### src/wdc_pkg.sv
// Package: register map, reset values, sequence words and timing counts for the watchdog
package wdc_pkg;
  localparam logic [2:0] ADDR_CTRL_ONE = 3'h0;
  localparam logic [2:0] ADDR_CTRL_TWO = 3'h1;
  localparam logic [2:0] ADDR_CNT_HIGH = 3'h2;
  localparam logic [2:0] ADDR_CNT_LOW = 3'h3;
  localparam logic [2:0] ADDR_LIM_HIGH = 3'h4;
  localparam logic [2:0] ADDR_LIM_LOW = 3'h5;
  localparam logic [2:0] ADDR_EARLY_HIGH = 3'h6;
  localparam logic [2:0] ADDR_EARLY_LOW = 3'h7;
  localparam int CTRL1_EN_BIT = 7;
  localparam int CTRL1_UPDATE_BIT = 5;
  localparam int CTRL2_WIN_BIT = 7;
  localparam int CTRL2_DIVIDE_BY_256_ON_BIT = 4;
  localparam int CTRL2_CLK_LSB = 0;
  localparam logic [7:0] CTRL1_RESET = 8'h80;
  localparam logic [7:0] CTRL2_RESET = 8'h01;
  localparam logic [15:0] LIMIT_RESET = 16'h0004;
  localparam logic [15:0] EARLY_RESET = 16'h0000;
  localparam logic [15:0] REFRESH_FIRST = 16'h02A6;
  localparam logic [15:0] REFRESH_SECOND = 16'h80B4;
  localparam logic [15:0] UNLOCK_FIRST = 16'h20C5;
  localparam logic [15:0] UNLOCK_SECOND = 16'h28D9;
  localparam int SEQ_GAP_CYCLES = 16;
  localparam int CFG_WINDOW_CYCLES = 128;
  localparam int PRESCALE_DIV = 256;
  localparam logic [1:0] CLK_BUS = 2'h0;
  localparam logic [1:0] CLK_LPO = 2'h1;
  localparam logic [1:0] CLK_INT32K = 2'h2;
  localparam logic [1:0] CLK_EXT = 2'h3;
  typedef enum logic [2:0] {SEQ_IDLE, SEQ_HIGH1, SEQ_WAIT2, SEQ_HIGH2} wdc_seq_t;
  typedef enum logic [1:0] {KIND_NONE, KIND_REFRESH, KIND_UNLOCK} wdc_kind_t;
endpackage : wdc_pkg

### src/wdc_tick_gen.sv
// Module: reference clock select, synchronise, edge detect and optional divide by 256
`timescale 1ns/1ns
`default_nettype none
module wdc_tick_gen (
  input wire logic mclk,
  input wire logic reset,
  input wire logic clkEn,
  input wire logic [1:0] clkSel,
  input wire logic divOn,
  input wire logic lpoClk,
  input wire logic int32kClk,
  input wire logic extClk,
  output logic tick
);
  logic [2:0] syncA;
  logic [2:0] syncB;
  logic [2:0] prevB;
  logic [7:0] divCnt;
  logic next_tick;
  logic [7:0] next_divCnt;
  logic edgeSel;
  // Source select and prescale
  always_comb begin
    edgeSel = 1'b0;
    case (clkSel)
      wdc_pkg::CLK_BUS: edgeSel = 1'b1;
      wdc_pkg::CLK_LPO: edgeSel = syncB[0] & ~prevB[0];
      wdc_pkg::CLK_INT32K: edgeSel = syncB[1] & ~prevB[1];
      wdc_pkg::CLK_EXT: edgeSel = syncB[2] & ~prevB[2];
      default: edgeSel = 1'b0;
    endcase
    next_divCnt = divCnt;
    next_tick = 1'b0;
    if (edgeSel) begin
      if (divOn) begin
        next_divCnt = divCnt + 8'h01;
        next_tick = (divCnt == 8'(wdc_pkg::PRESCALE_DIV - 1));
      end else begin
        next_tick = 1'b1;
      end
    end
  end
  always_ff @(posedge mclk) begin
    if (reset) begin
      // Sync chain keeps tracking the pins so release brings no false edge
      syncA <= {extClk, int32kClk, lpoClk};
      syncB <= syncA;
      prevB <= syncB;
      divCnt <= 8'h00;
      tick <= 1'b0;
    end else if (clkEn) begin
      syncA <= {extClk, int32kClk, lpoClk};
      syncB <= syncA;
      prevB <= syncB;
      divCnt <= next_divCnt;
      tick <= next_tick;
    end
  end
endmodule : wdc_tick_gen
`default_nettype wire

### src/wdc_watchdog.sv
// Module: windowed watchdog counter with write-once configuration and service sequences
`timescale 1ns/1ns
`default_nettype none
module wdc_watchdog (
  input wire logic mclk,
  input wire logic reset,
  input wire logic clkEn,
  input wire logic [2:0] regAddr,
  input wire logic [7:0] regWrData,
  input wire logic regWr,
  input wire logic regRd,
  output logic [7:0] regRdData,
  input wire logic lowPowerOsc1khz,
  input wire logic int32kClk,
  input wire logic extClk,
  output logic forceReset,
  output logic configOpen
);
  // Active configuration
  logic [7:0] ctrlOne;
  logic [7:0] ctrlTwo;
  logic [15:0] limit;
  logic [15:0] early;
  // Pending configuration and written marks
  logic [7:0] pendOne;
  logic [7:0] pendTwo;
  logic [15:0] pendLimit;
  logic [15:0] pendEarly;
  logic [7:0] written;
  logic [7:0] openCnt;
  logic [15:0] count;
  logic [7:0] seqHigh;
  logic [4:0] gapCnt;
  wdc_pkg::wdc_seq_t seqState;
  wdc_pkg::wdc_kind_t seqKind;
  logic tick;
  logic [7:0] next_ctrlOne;
  logic [7:0] next_ctrlTwo;
  logic [15:0] next_limit;
  logic [15:0] next_early;
  logic [7:0] next_pendOne;
  logic [7:0] next_pendTwo;
  logic [15:0] next_pendLimit;
  logic [15:0] next_pendEarly;
  logic [7:0] next_written;
  logic [7:0] next_openCnt;
  logic [15:0] next_count;
  logic [7:0] next_seqHigh;
  logic [4:0] next_gapCnt;
  wdc_pkg::wdc_seq_t next_seqState;
  wdc_pkg::wdc_kind_t next_seqKind;
  logic [7:0] next_regRdData;
  logic next_forceReset;
  logic next_configOpen;
  logic cntWrite;
  logic [15:0] word;
  logic wordDone;
  logic badWrite;
  logic windowOn;
  logic allWritten;

  initial begin
    if (wdc_pkg::CFG_WINDOW_CYCLES > 255 || wdc_pkg::SEQ_GAP_CYCLES > 31) begin
      $error("wdc_watchdog: counters too narrow");
    end
  end

  function automatic logic isCfgAddr(input logic [2:0] a);
    isCfgAddr = (a != wdc_pkg::ADDR_CNT_HIGH) && (a != wdc_pkg::ADDR_CNT_LOW);
  endfunction : isCfgAddr

  wdc_tick_gen u_tick (
    .mclk(mclk),
    .reset(reset),
    .clkEn(clkEn),
    .clkSel(ctrlTwo[wdc_pkg::CTRL2_CLK_LSB +: 2]),
    .divOn(ctrlTwo[wdc_pkg::CTRL2_DIVIDE_BY_256_ON_BIT]),
    .lpoClk(lowPowerOsc1khz),
    .int32kClk(int32kClk),
    .extClk(extClk),
    .tick(tick)
  );

  assign cntWrite = regWr && !isCfgAddr(regAddr);
  assign word = {seqHigh, regWrData};
  assign windowOn = ctrlTwo[wdc_pkg::CTRL2_WIN_BIT];

  // Sequence checking, configuration and counter
  always_comb begin
    next_ctrlOne = ctrlOne;
    next_ctrlTwo = ctrlTwo;
    next_limit = limit;
    next_early = early;
    next_pendOne = pendOne;
    next_pendTwo = pendTwo;
    next_pendLimit = pendLimit;
    next_pendEarly = pendEarly;
    next_written = written;
    next_openCnt = (openCnt != 8'h00) ? openCnt - 8'h01 : 8'h00;
    next_seqHigh = seqHigh;
    next_gapCnt = (gapCnt != 5'h00) ? gapCnt - 5'h01 : 5'h00;
    next_seqState = seqState;
    next_seqKind = seqKind;
    wordDone = 1'b0;
    badWrite = 1'b0;
    next_count = count;
    if (ctrlOne[wdc_pkg::CTRL1_EN_BIT] && tick) begin
      next_count = count + 16'h0001;
    end
    // Byte pairing of counter writes
    if (cntWrite) begin
      if (regAddr == wdc_pkg::ADDR_CNT_HIGH && seqState != wdc_pkg::SEQ_HIGH1
          && seqState != wdc_pkg::SEQ_HIGH2) begin
        next_seqHigh = regWrData;
        next_seqState = (seqState == wdc_pkg::SEQ_WAIT2) ? wdc_pkg::SEQ_HIGH2 : wdc_pkg::SEQ_HIGH1;
      end else if (regAddr == wdc_pkg::ADDR_CNT_LOW && seqState == wdc_pkg::SEQ_HIGH1) begin
        if (word == wdc_pkg::REFRESH_FIRST) begin
          next_seqKind = wdc_pkg::KIND_REFRESH;
          next_seqState = wdc_pkg::SEQ_WAIT2;
          next_gapCnt = 5'(wdc_pkg::SEQ_GAP_CYCLES);
        end else if (word == wdc_pkg::UNLOCK_FIRST && openCnt == 8'h00) begin
          next_seqKind = wdc_pkg::KIND_UNLOCK;
          next_seqState = wdc_pkg::SEQ_WAIT2;
          next_gapCnt = 5'(wdc_pkg::SEQ_GAP_CYCLES);
        end else begin
          badWrite = 1'b1;
        end
      end else if (regAddr == wdc_pkg::ADDR_CNT_LOW && seqState == wdc_pkg::SEQ_HIGH2) begin
        wordDone = 1'b1;
        next_seqState = wdc_pkg::SEQ_IDLE;
        next_seqKind = wdc_pkg::KIND_NONE;
        if (seqKind == wdc_pkg::KIND_REFRESH && word == wdc_pkg::REFRESH_SECOND) begin
          if (windowOn && count < early) begin
            badWrite = 1'b1;
          end else begin
            next_count = 16'h0000;
          end
        end else if (seqKind == wdc_pkg::KIND_UNLOCK && word == wdc_pkg::UNLOCK_SECOND
                     && ctrlOne[wdc_pkg::CTRL1_UPDATE_BIT]) begin
          next_openCnt = 8'(wdc_pkg::CFG_WINDOW_CYCLES);
          next_written = 8'h00;
        end else begin
          badWrite = 1'b1;
        end
      end else begin
        badWrite = 1'b1;
      end
    end
    if (!wordDone && (seqState == wdc_pkg::SEQ_WAIT2 || seqState == wdc_pkg::SEQ_HIGH2)
        && gapCnt == 5'h00 && !(cntWrite && regAddr == wdc_pkg::ADDR_CNT_HIGH)) begin
      badWrite = 1'b1;
    end
    // Write-once configuration inside the open period
    if (regWr && isCfgAddr(regAddr) && openCnt != 8'h00 && !written[regAddr]) begin
      next_written[regAddr] = 1'b1;
      case (regAddr)
        wdc_pkg::ADDR_CTRL_ONE: next_pendOne = regWrData;
        wdc_pkg::ADDR_CTRL_TWO: next_pendTwo = regWrData & 8'h93;
        wdc_pkg::ADDR_LIM_HIGH: next_pendLimit[15:8] = regWrData;
        wdc_pkg::ADDR_LIM_LOW: next_pendLimit[7:0] = regWrData;
        wdc_pkg::ADDR_EARLY_HIGH: next_pendEarly[15:8] = regWrData;
        wdc_pkg::ADDR_EARLY_LOW: next_pendEarly[7:0] = regWrData;
        default: next_pendOne = pendOne;
      endcase
    end
    allWritten = next_written[0] && next_written[1] && next_written[4] && next_written[5]
                 && (!next_pendTwo[wdc_pkg::CTRL2_WIN_BIT] || (next_written[6] && next_written[7]));
    if (allWritten && (written != next_written)) begin
      next_ctrlOne = next_pendOne;
      next_ctrlTwo = next_pendTwo;
      next_limit = next_pendLimit;
      next_early = next_pendEarly;
      if (!next_pendOne[wdc_pkg::CTRL1_UPDATE_BIT]) begin
        next_openCnt = 8'h00;
      end
    end
    next_forceReset = badWrite || (ctrlOne[wdc_pkg::CTRL1_EN_BIT] && count >= limit);
    next_configOpen = next_openCnt != 8'h00;
  end

  // Register read port, one cycle latency
  always_comb begin
    next_regRdData = 8'h00;
    if (regRd) begin
      case (regAddr)
        wdc_pkg::ADDR_CTRL_ONE: next_regRdData = ctrlOne;
        wdc_pkg::ADDR_CTRL_TWO: next_regRdData = ctrlTwo;
        wdc_pkg::ADDR_CNT_HIGH: next_regRdData = count[15:8];
        wdc_pkg::ADDR_CNT_LOW: next_regRdData = count[7:0];
        wdc_pkg::ADDR_LIM_HIGH: next_regRdData = limit[15:8];
        wdc_pkg::ADDR_LIM_LOW: next_regRdData = limit[7:0];
        wdc_pkg::ADDR_EARLY_HIGH: next_regRdData = early[15:8];
        wdc_pkg::ADDR_EARLY_LOW: next_regRdData = early[7:0];
        default: next_regRdData = 8'h00;
      endcase
    end
  end

  always_ff @(posedge mclk) begin
    if (reset) begin
      ctrlOne <= wdc_pkg::CTRL1_RESET;
      ctrlTwo <= wdc_pkg::CTRL2_RESET;
      limit <= wdc_pkg::LIMIT_RESET;
      early <= wdc_pkg::EARLY_RESET;
      pendOne <= wdc_pkg::CTRL1_RESET;
      pendTwo <= wdc_pkg::CTRL2_RESET;
      pendLimit <= wdc_pkg::LIMIT_RESET;
      pendEarly <= wdc_pkg::EARLY_RESET;
      written <= 8'h00;
      openCnt <= 8'(wdc_pkg::CFG_WINDOW_CYCLES);
      count <= 16'h0000;
      seqHigh <= 8'h00;
      gapCnt <= 5'h00;
      seqState <= wdc_pkg::SEQ_IDLE;
      seqKind <= wdc_pkg::KIND_NONE;
      regRdData <= 8'h00;
      forceReset <= 1'b0;
      configOpen <= 1'b1;
    end else if (clkEn) begin
      ctrlOne <= next_ctrlOne;
      ctrlTwo <= next_ctrlTwo;
      limit <= next_limit;
      early <= next_early;
      pendOne <= next_pendOne;
      pendTwo <= next_pendTwo;
      pendLimit <= next_pendLimit;
      pendEarly <= next_pendEarly;
      written <= next_written;
      openCnt <= next_openCnt;
      count <= next_count;
      seqHigh <= next_seqHigh;
      gapCnt <= next_gapCnt;
      seqState <= next_seqState;
      seqKind <= next_seqKind;
      regRdData <= next_regRdData;
      forceReset <= next_forceReset;
      configOpen <= next_configOpen;
    end
  end
endmodule : wdc_watchdog
`default_nettype wire

### config.mk
export PLATFORM = sky130hd
export DESIGN_NAME = wdc_watchdog
export DESIGN_NICKNAME = d
export VERILOG_FILES = /design/src/wdc_pkg.sv /design/src/wdc_tick_gen.sv /design/src/wdc_watchdog.sv
export SDC_FILE = /design/constraint.sdc
export NUM_CORES = 1
export LEC_CHECK = 0
export ABC_CLOCK_PERIOD_IN_PS = 6700
export BUFFER_PORTS_ARGS = -buffer_cell sky130_fd_sc_hd__buf_2
export CORE_MARGIN = 4
export CORE_UTILIZATION = 54
export DETAILED_ROUTE_END_ITERATION = 16
export HOLD_SLACK_MARGIN = 0.08
export PLACE_DENSITY = 0.74
export SLEW_MARGIN = 40
export SYNTH_ARGS = -nofsm -noshare
export SYNTH_HDL_FRONTEND = slang
export SYNTH_SLANG_ARGS = --single-unit
### constraint.sdc
create_clock -name mclk -period 6.7 [get_ports mclk]
set_clock_uncertainty 0.15 [all_clocks]
set_input_delay 0.67 -clock mclk [delete_from_list [all_inputs] [get_ports mclk]]
set_output_delay 0.67 -clock mclk [all_outputs]
set_load 0.01 [all_outputs]
==> flow_metrics.env <==
export IMPL_status="complete, no violations"
export IMPL_drt_iter0_drc=700
export IMPL_cts_resized=0
export IMPL_min_from="lowPowerOsc1khz"
export IMPL_rows=46
export IMPL_cp_common_cell="buf_12"
export IMPL_min_path_cells=1
export IMPL_r2r_start="openCnt[0]"
export IMPL_r2r_end="ctrlOne[7]"
export IMPL_syn_inst=1024
export IMPL_cts_root_buffer_cell="clkbuf_16"
export IMPL_start_util=0.558
export IMPL_htreeDepth=4
export IMPL_placed_area_um2=9170
export IMPL_fmax_ghz=0.273
export IMPL_holdCritPathClass="input port to flip-flop"
export IMPL_rsz0062_at_grt="no"
export IMPL_diodes=0
export IMPL_pre_cts_ws_ns=2.72
export IMPL_synth_seq_cells=171
export IMPL_layout_drive_gt1_share=0.133
export IMPL_worst_slack_ns=3.03
export IMPL_core_area_um2=16100
export IMPL_worst_r2r_setup_slack_ns=3.07
export IMPL_first_global_vias=6898
export IMPL_wl_um=23000
export IMPL_antenna_found_initial=0
export IMPL_syn_nets=1079
export IMPL_grt_max_degree=81
export IMPL_critical_path_class="input port to flip-flop"
export IMPL_cts_tree="yes"
export IMPL_path_cells="buf_2 -> nand2b_1 -> a2111oi_2 -> buf_4 -> a41oi_1 -> a2111oi_4 -> and3_4 -> buf_12 -> buf_12 -> mux2i_1 -> nand2_1"
export IMPL_portBuffers=28
export IMPL_grt_pass1_wl_um=36900
export IMPL_synth_edff_count=9
export IMPL_synth_seq_area_share=0.392
export IMPL_fillers=1377
export IMPL_synthArstFlopShare=0
export IMPL_period_share=0.547
export IMPL_viasPerCell=5.98
export IMPL_fin_area_um2=9710
export IMPL_gp_congestion=0.989
export IMPL_syn_area_um2=8960
export IMPL_clock_latency_ns=0.44
export IMPL_finalCriticalPeriod_ns=3.67
export IMPL_grt_usage=0.254
export IMPL_route_detailed_drc=0
export IMPL_power_density_nw_per_um2=235
export IMPL_clock_sinks=171
export IMPL_overflow=0
export IMPL_vias=7461
export IMPL_setup_viol=0
export IMPL_slew_limit_headroom=0.431
export IMPL_hold_path_end="u_tick.syncA[0]"
export IMPL_cp_end_kind="flip-flop"
export IMPL_hold_violations=0
export IMPL_die_w_um=137
export IMPL_dpl_cell_count=1216
export IMPL_cp_slowest_stage_delay_ns=0.56
export IMPL_irDropWorstVdd_mv=0.189
export IMPL_ios=29
export IMPL_drv_slew=0
export IMPL_avgSynthCellArea_um2=8.75
export IMPL_crit_slowest_cell="buf_2"
export IMPL_total_power_mw=2.28
export IMPL_cts_setup_buffers=0
export IMPL_leakage_nw=3.32
export IMPL_synthToLayoutAreaGrowth_pct=8.32
export IMPL_critPathLaunchType="input port"
export IMPL_arrival_ns=3.82
export IMPL_reg2regPathDepth=12
export IMPL_worst_pin_slew_ns=0.841
export IMPL_critPathTopFamily="buffers and inverters"
export IMPL_ant_nets=0
export IMPL_die_y_um=137
export IMPL_layout_nets=1074
export IMPL_die_area_um2=18700
export IMPL_cts_max_path_buffers=2
export IMPL_ys_warn_count=0
export IMPL_worstPathRequired_ns=6.85
export IMPL_cts_made_buffers=17
export IMPL_fin_cells=1247
export IMPL_synth_main_ff_cell="dfxtp_1"
export IMPL_hpwl_um=15700
export IMPL_timing_setup_tns_ns=0
export IMPL_postCtsHoldBufs=0
export IMPL_avgRoutedWirePerCell_um=18.4
export IMPL_synth_cell_type_count=73
export IMPL_cap_violations=0
export IMPL_crit_path_max_fanout=40
export IMPL_dr_pass1_iters=6
export IMPL_critPathBufInv=4
export IMPL_path_clk_slew_ns=0.06
==> metrics by stage <==
stage | hold WS, ns | utilization
2_1_floorplan | 0.250 | -
3_3_place_gp | 0.251 | 0.567
3_5_place_dp | 0.257 | 0.571
4_1_cts | 0.250 | 0.604
5_1_grt | 0.256 | 0.604
6_report | 0.258 | 0.604
==> cell usage in the layout, fill, tap and decap left out, types with 6 or more instances in the layout <==
master,count
edfxtp_1,9
a21oi_1,81
clkbuf_16,18
nor4_1,6
nand2_1,116
o22ai_1,7
a211oi_1,6
o21ai_0,38
a21o_1,8
inv_1,52
nand3_1,59
buf_2,27
xor2_1,14
buf_4,10
a211oi_2,41
a31oi_1,8
mux2i_1,67
nand4_1,10
nand2b_1,12
and3_1,10
dfxtp_1,162
nor2_1,114
ha_1,36
nor2b_1,9
xnor2_1,8
==> area by class of cell <==
type | instances | area (um2) | share of cell area
clock buffers | 22 | 475 | 0.0490
well taps | 216 | 270 | 0.0278
multi-input cells | 737 | 4930 | 0.508
flip-flops and latches | 171 | 3510 | 0.362
repair buffers | 40 | 262 | 0.0269
clock inverters | 9 | 61.3 | 0.00632
inverters | 52 | 195 | 0.0201
==> registers in the layout (all words and copies together) (netlist names), 8 cells and up <==
register       cells
count             16
ctrlOne            8
ctrlTwo            8
early             16
limit             16
openCnt            8
pendEarly         16
pendLimit         16
pendOne            8
pendTwo            8
regRdData          8
seqHigh            8
u_tick.divCnt      8
==> synthesized netlist by cell type, types with 3 or more instances <==
library cell	count	area (um2)
o22ai_1	7	43.8
a211oi_1	7	52.6
mux4_2	3	67.6
nand3_1	59	295
ha_1	36	450
mux2_2	4	45.0
a21o_1	8	60.1
a31oi_1	8	50.1
nand2b_1	12	75.1
and3_1	10	62.6
mux2i_1	67	671
nand4_1	10	62.6
dfxtp_1	162	3240
or3_1	5	31.3
nor2b_1	9	56.3
edfxtp_1	9	270
nor3b_1	5	37.5
nand2_1	116	435
nor4b_1	4	35.0
xnor2_1	8	70.1
o21ai_0	38	190
a211oi_2	40	500
buf_6	10	113
buf_4	8	60.1
xor2_1	14	123
or2_2	5	31.3
a21oi_1	81	405
a221oi_1	3	26.3
nor2_1	115	432
buf_2	6	30.0
nor4_1	6	37.5
nor3_1	6	30.0
clkbuf_1	37	139
inv_1	52	195
o211ai_1	3	22.5
==> worst max path at each step <==
stage / start / endpoint / depth (start not counted)
after global routing: openCnt[0] / ctrlOne[7] / 12
final: regAddr[0] / ctrlOne[7] / 11
after floorplan: regWr / limit[0] / 10
after detailed placement: regAddr[0] / ctrlOne[7] / 11
after global placement: regAddr[2] / ctrlTwo[7] / 9
after CTS: openCnt[0] / ctrlOne[7] / 11
==> where the power goes <==
group	internal [mW]	switching, mW	leakage [nW]
combinational	0.0968	0.178	1.65
clock	0.504	0.408	0.262
sequential	1.06	0.0346	1.40
total	1.66	0.620	3.32
==> cells by family (layout without fill, tap and decap cells) <==
| group | after synthesis | after routing | share of synthesized area |
|---|---|---|---|
| simple gates | 380 | 380 | 0.200 |
| fa+ha+maj | 36 | 36 | 0.0503 |
| compound gates | 224 | 224 | 0.185 |
| buf+inv | 116 | 123 | 0.0619 |
| flops | 171 | 171 | 0.392 |
| xor+xnor | 22 | 22 | 0.0215 |
| mux | 75 | 75 | 0.0891 |
==> routing by layer <==
metal  GRT usage  up-vias  part of all wire
met2       0.371      271              0.44
met3      0.0555       41             0.076
met1       0.364     3533              0.46
met5           0        -                 0
met4      0.0998        0             0.026
li1            -     3616                 -
Power figures use the tool's default switching activity.
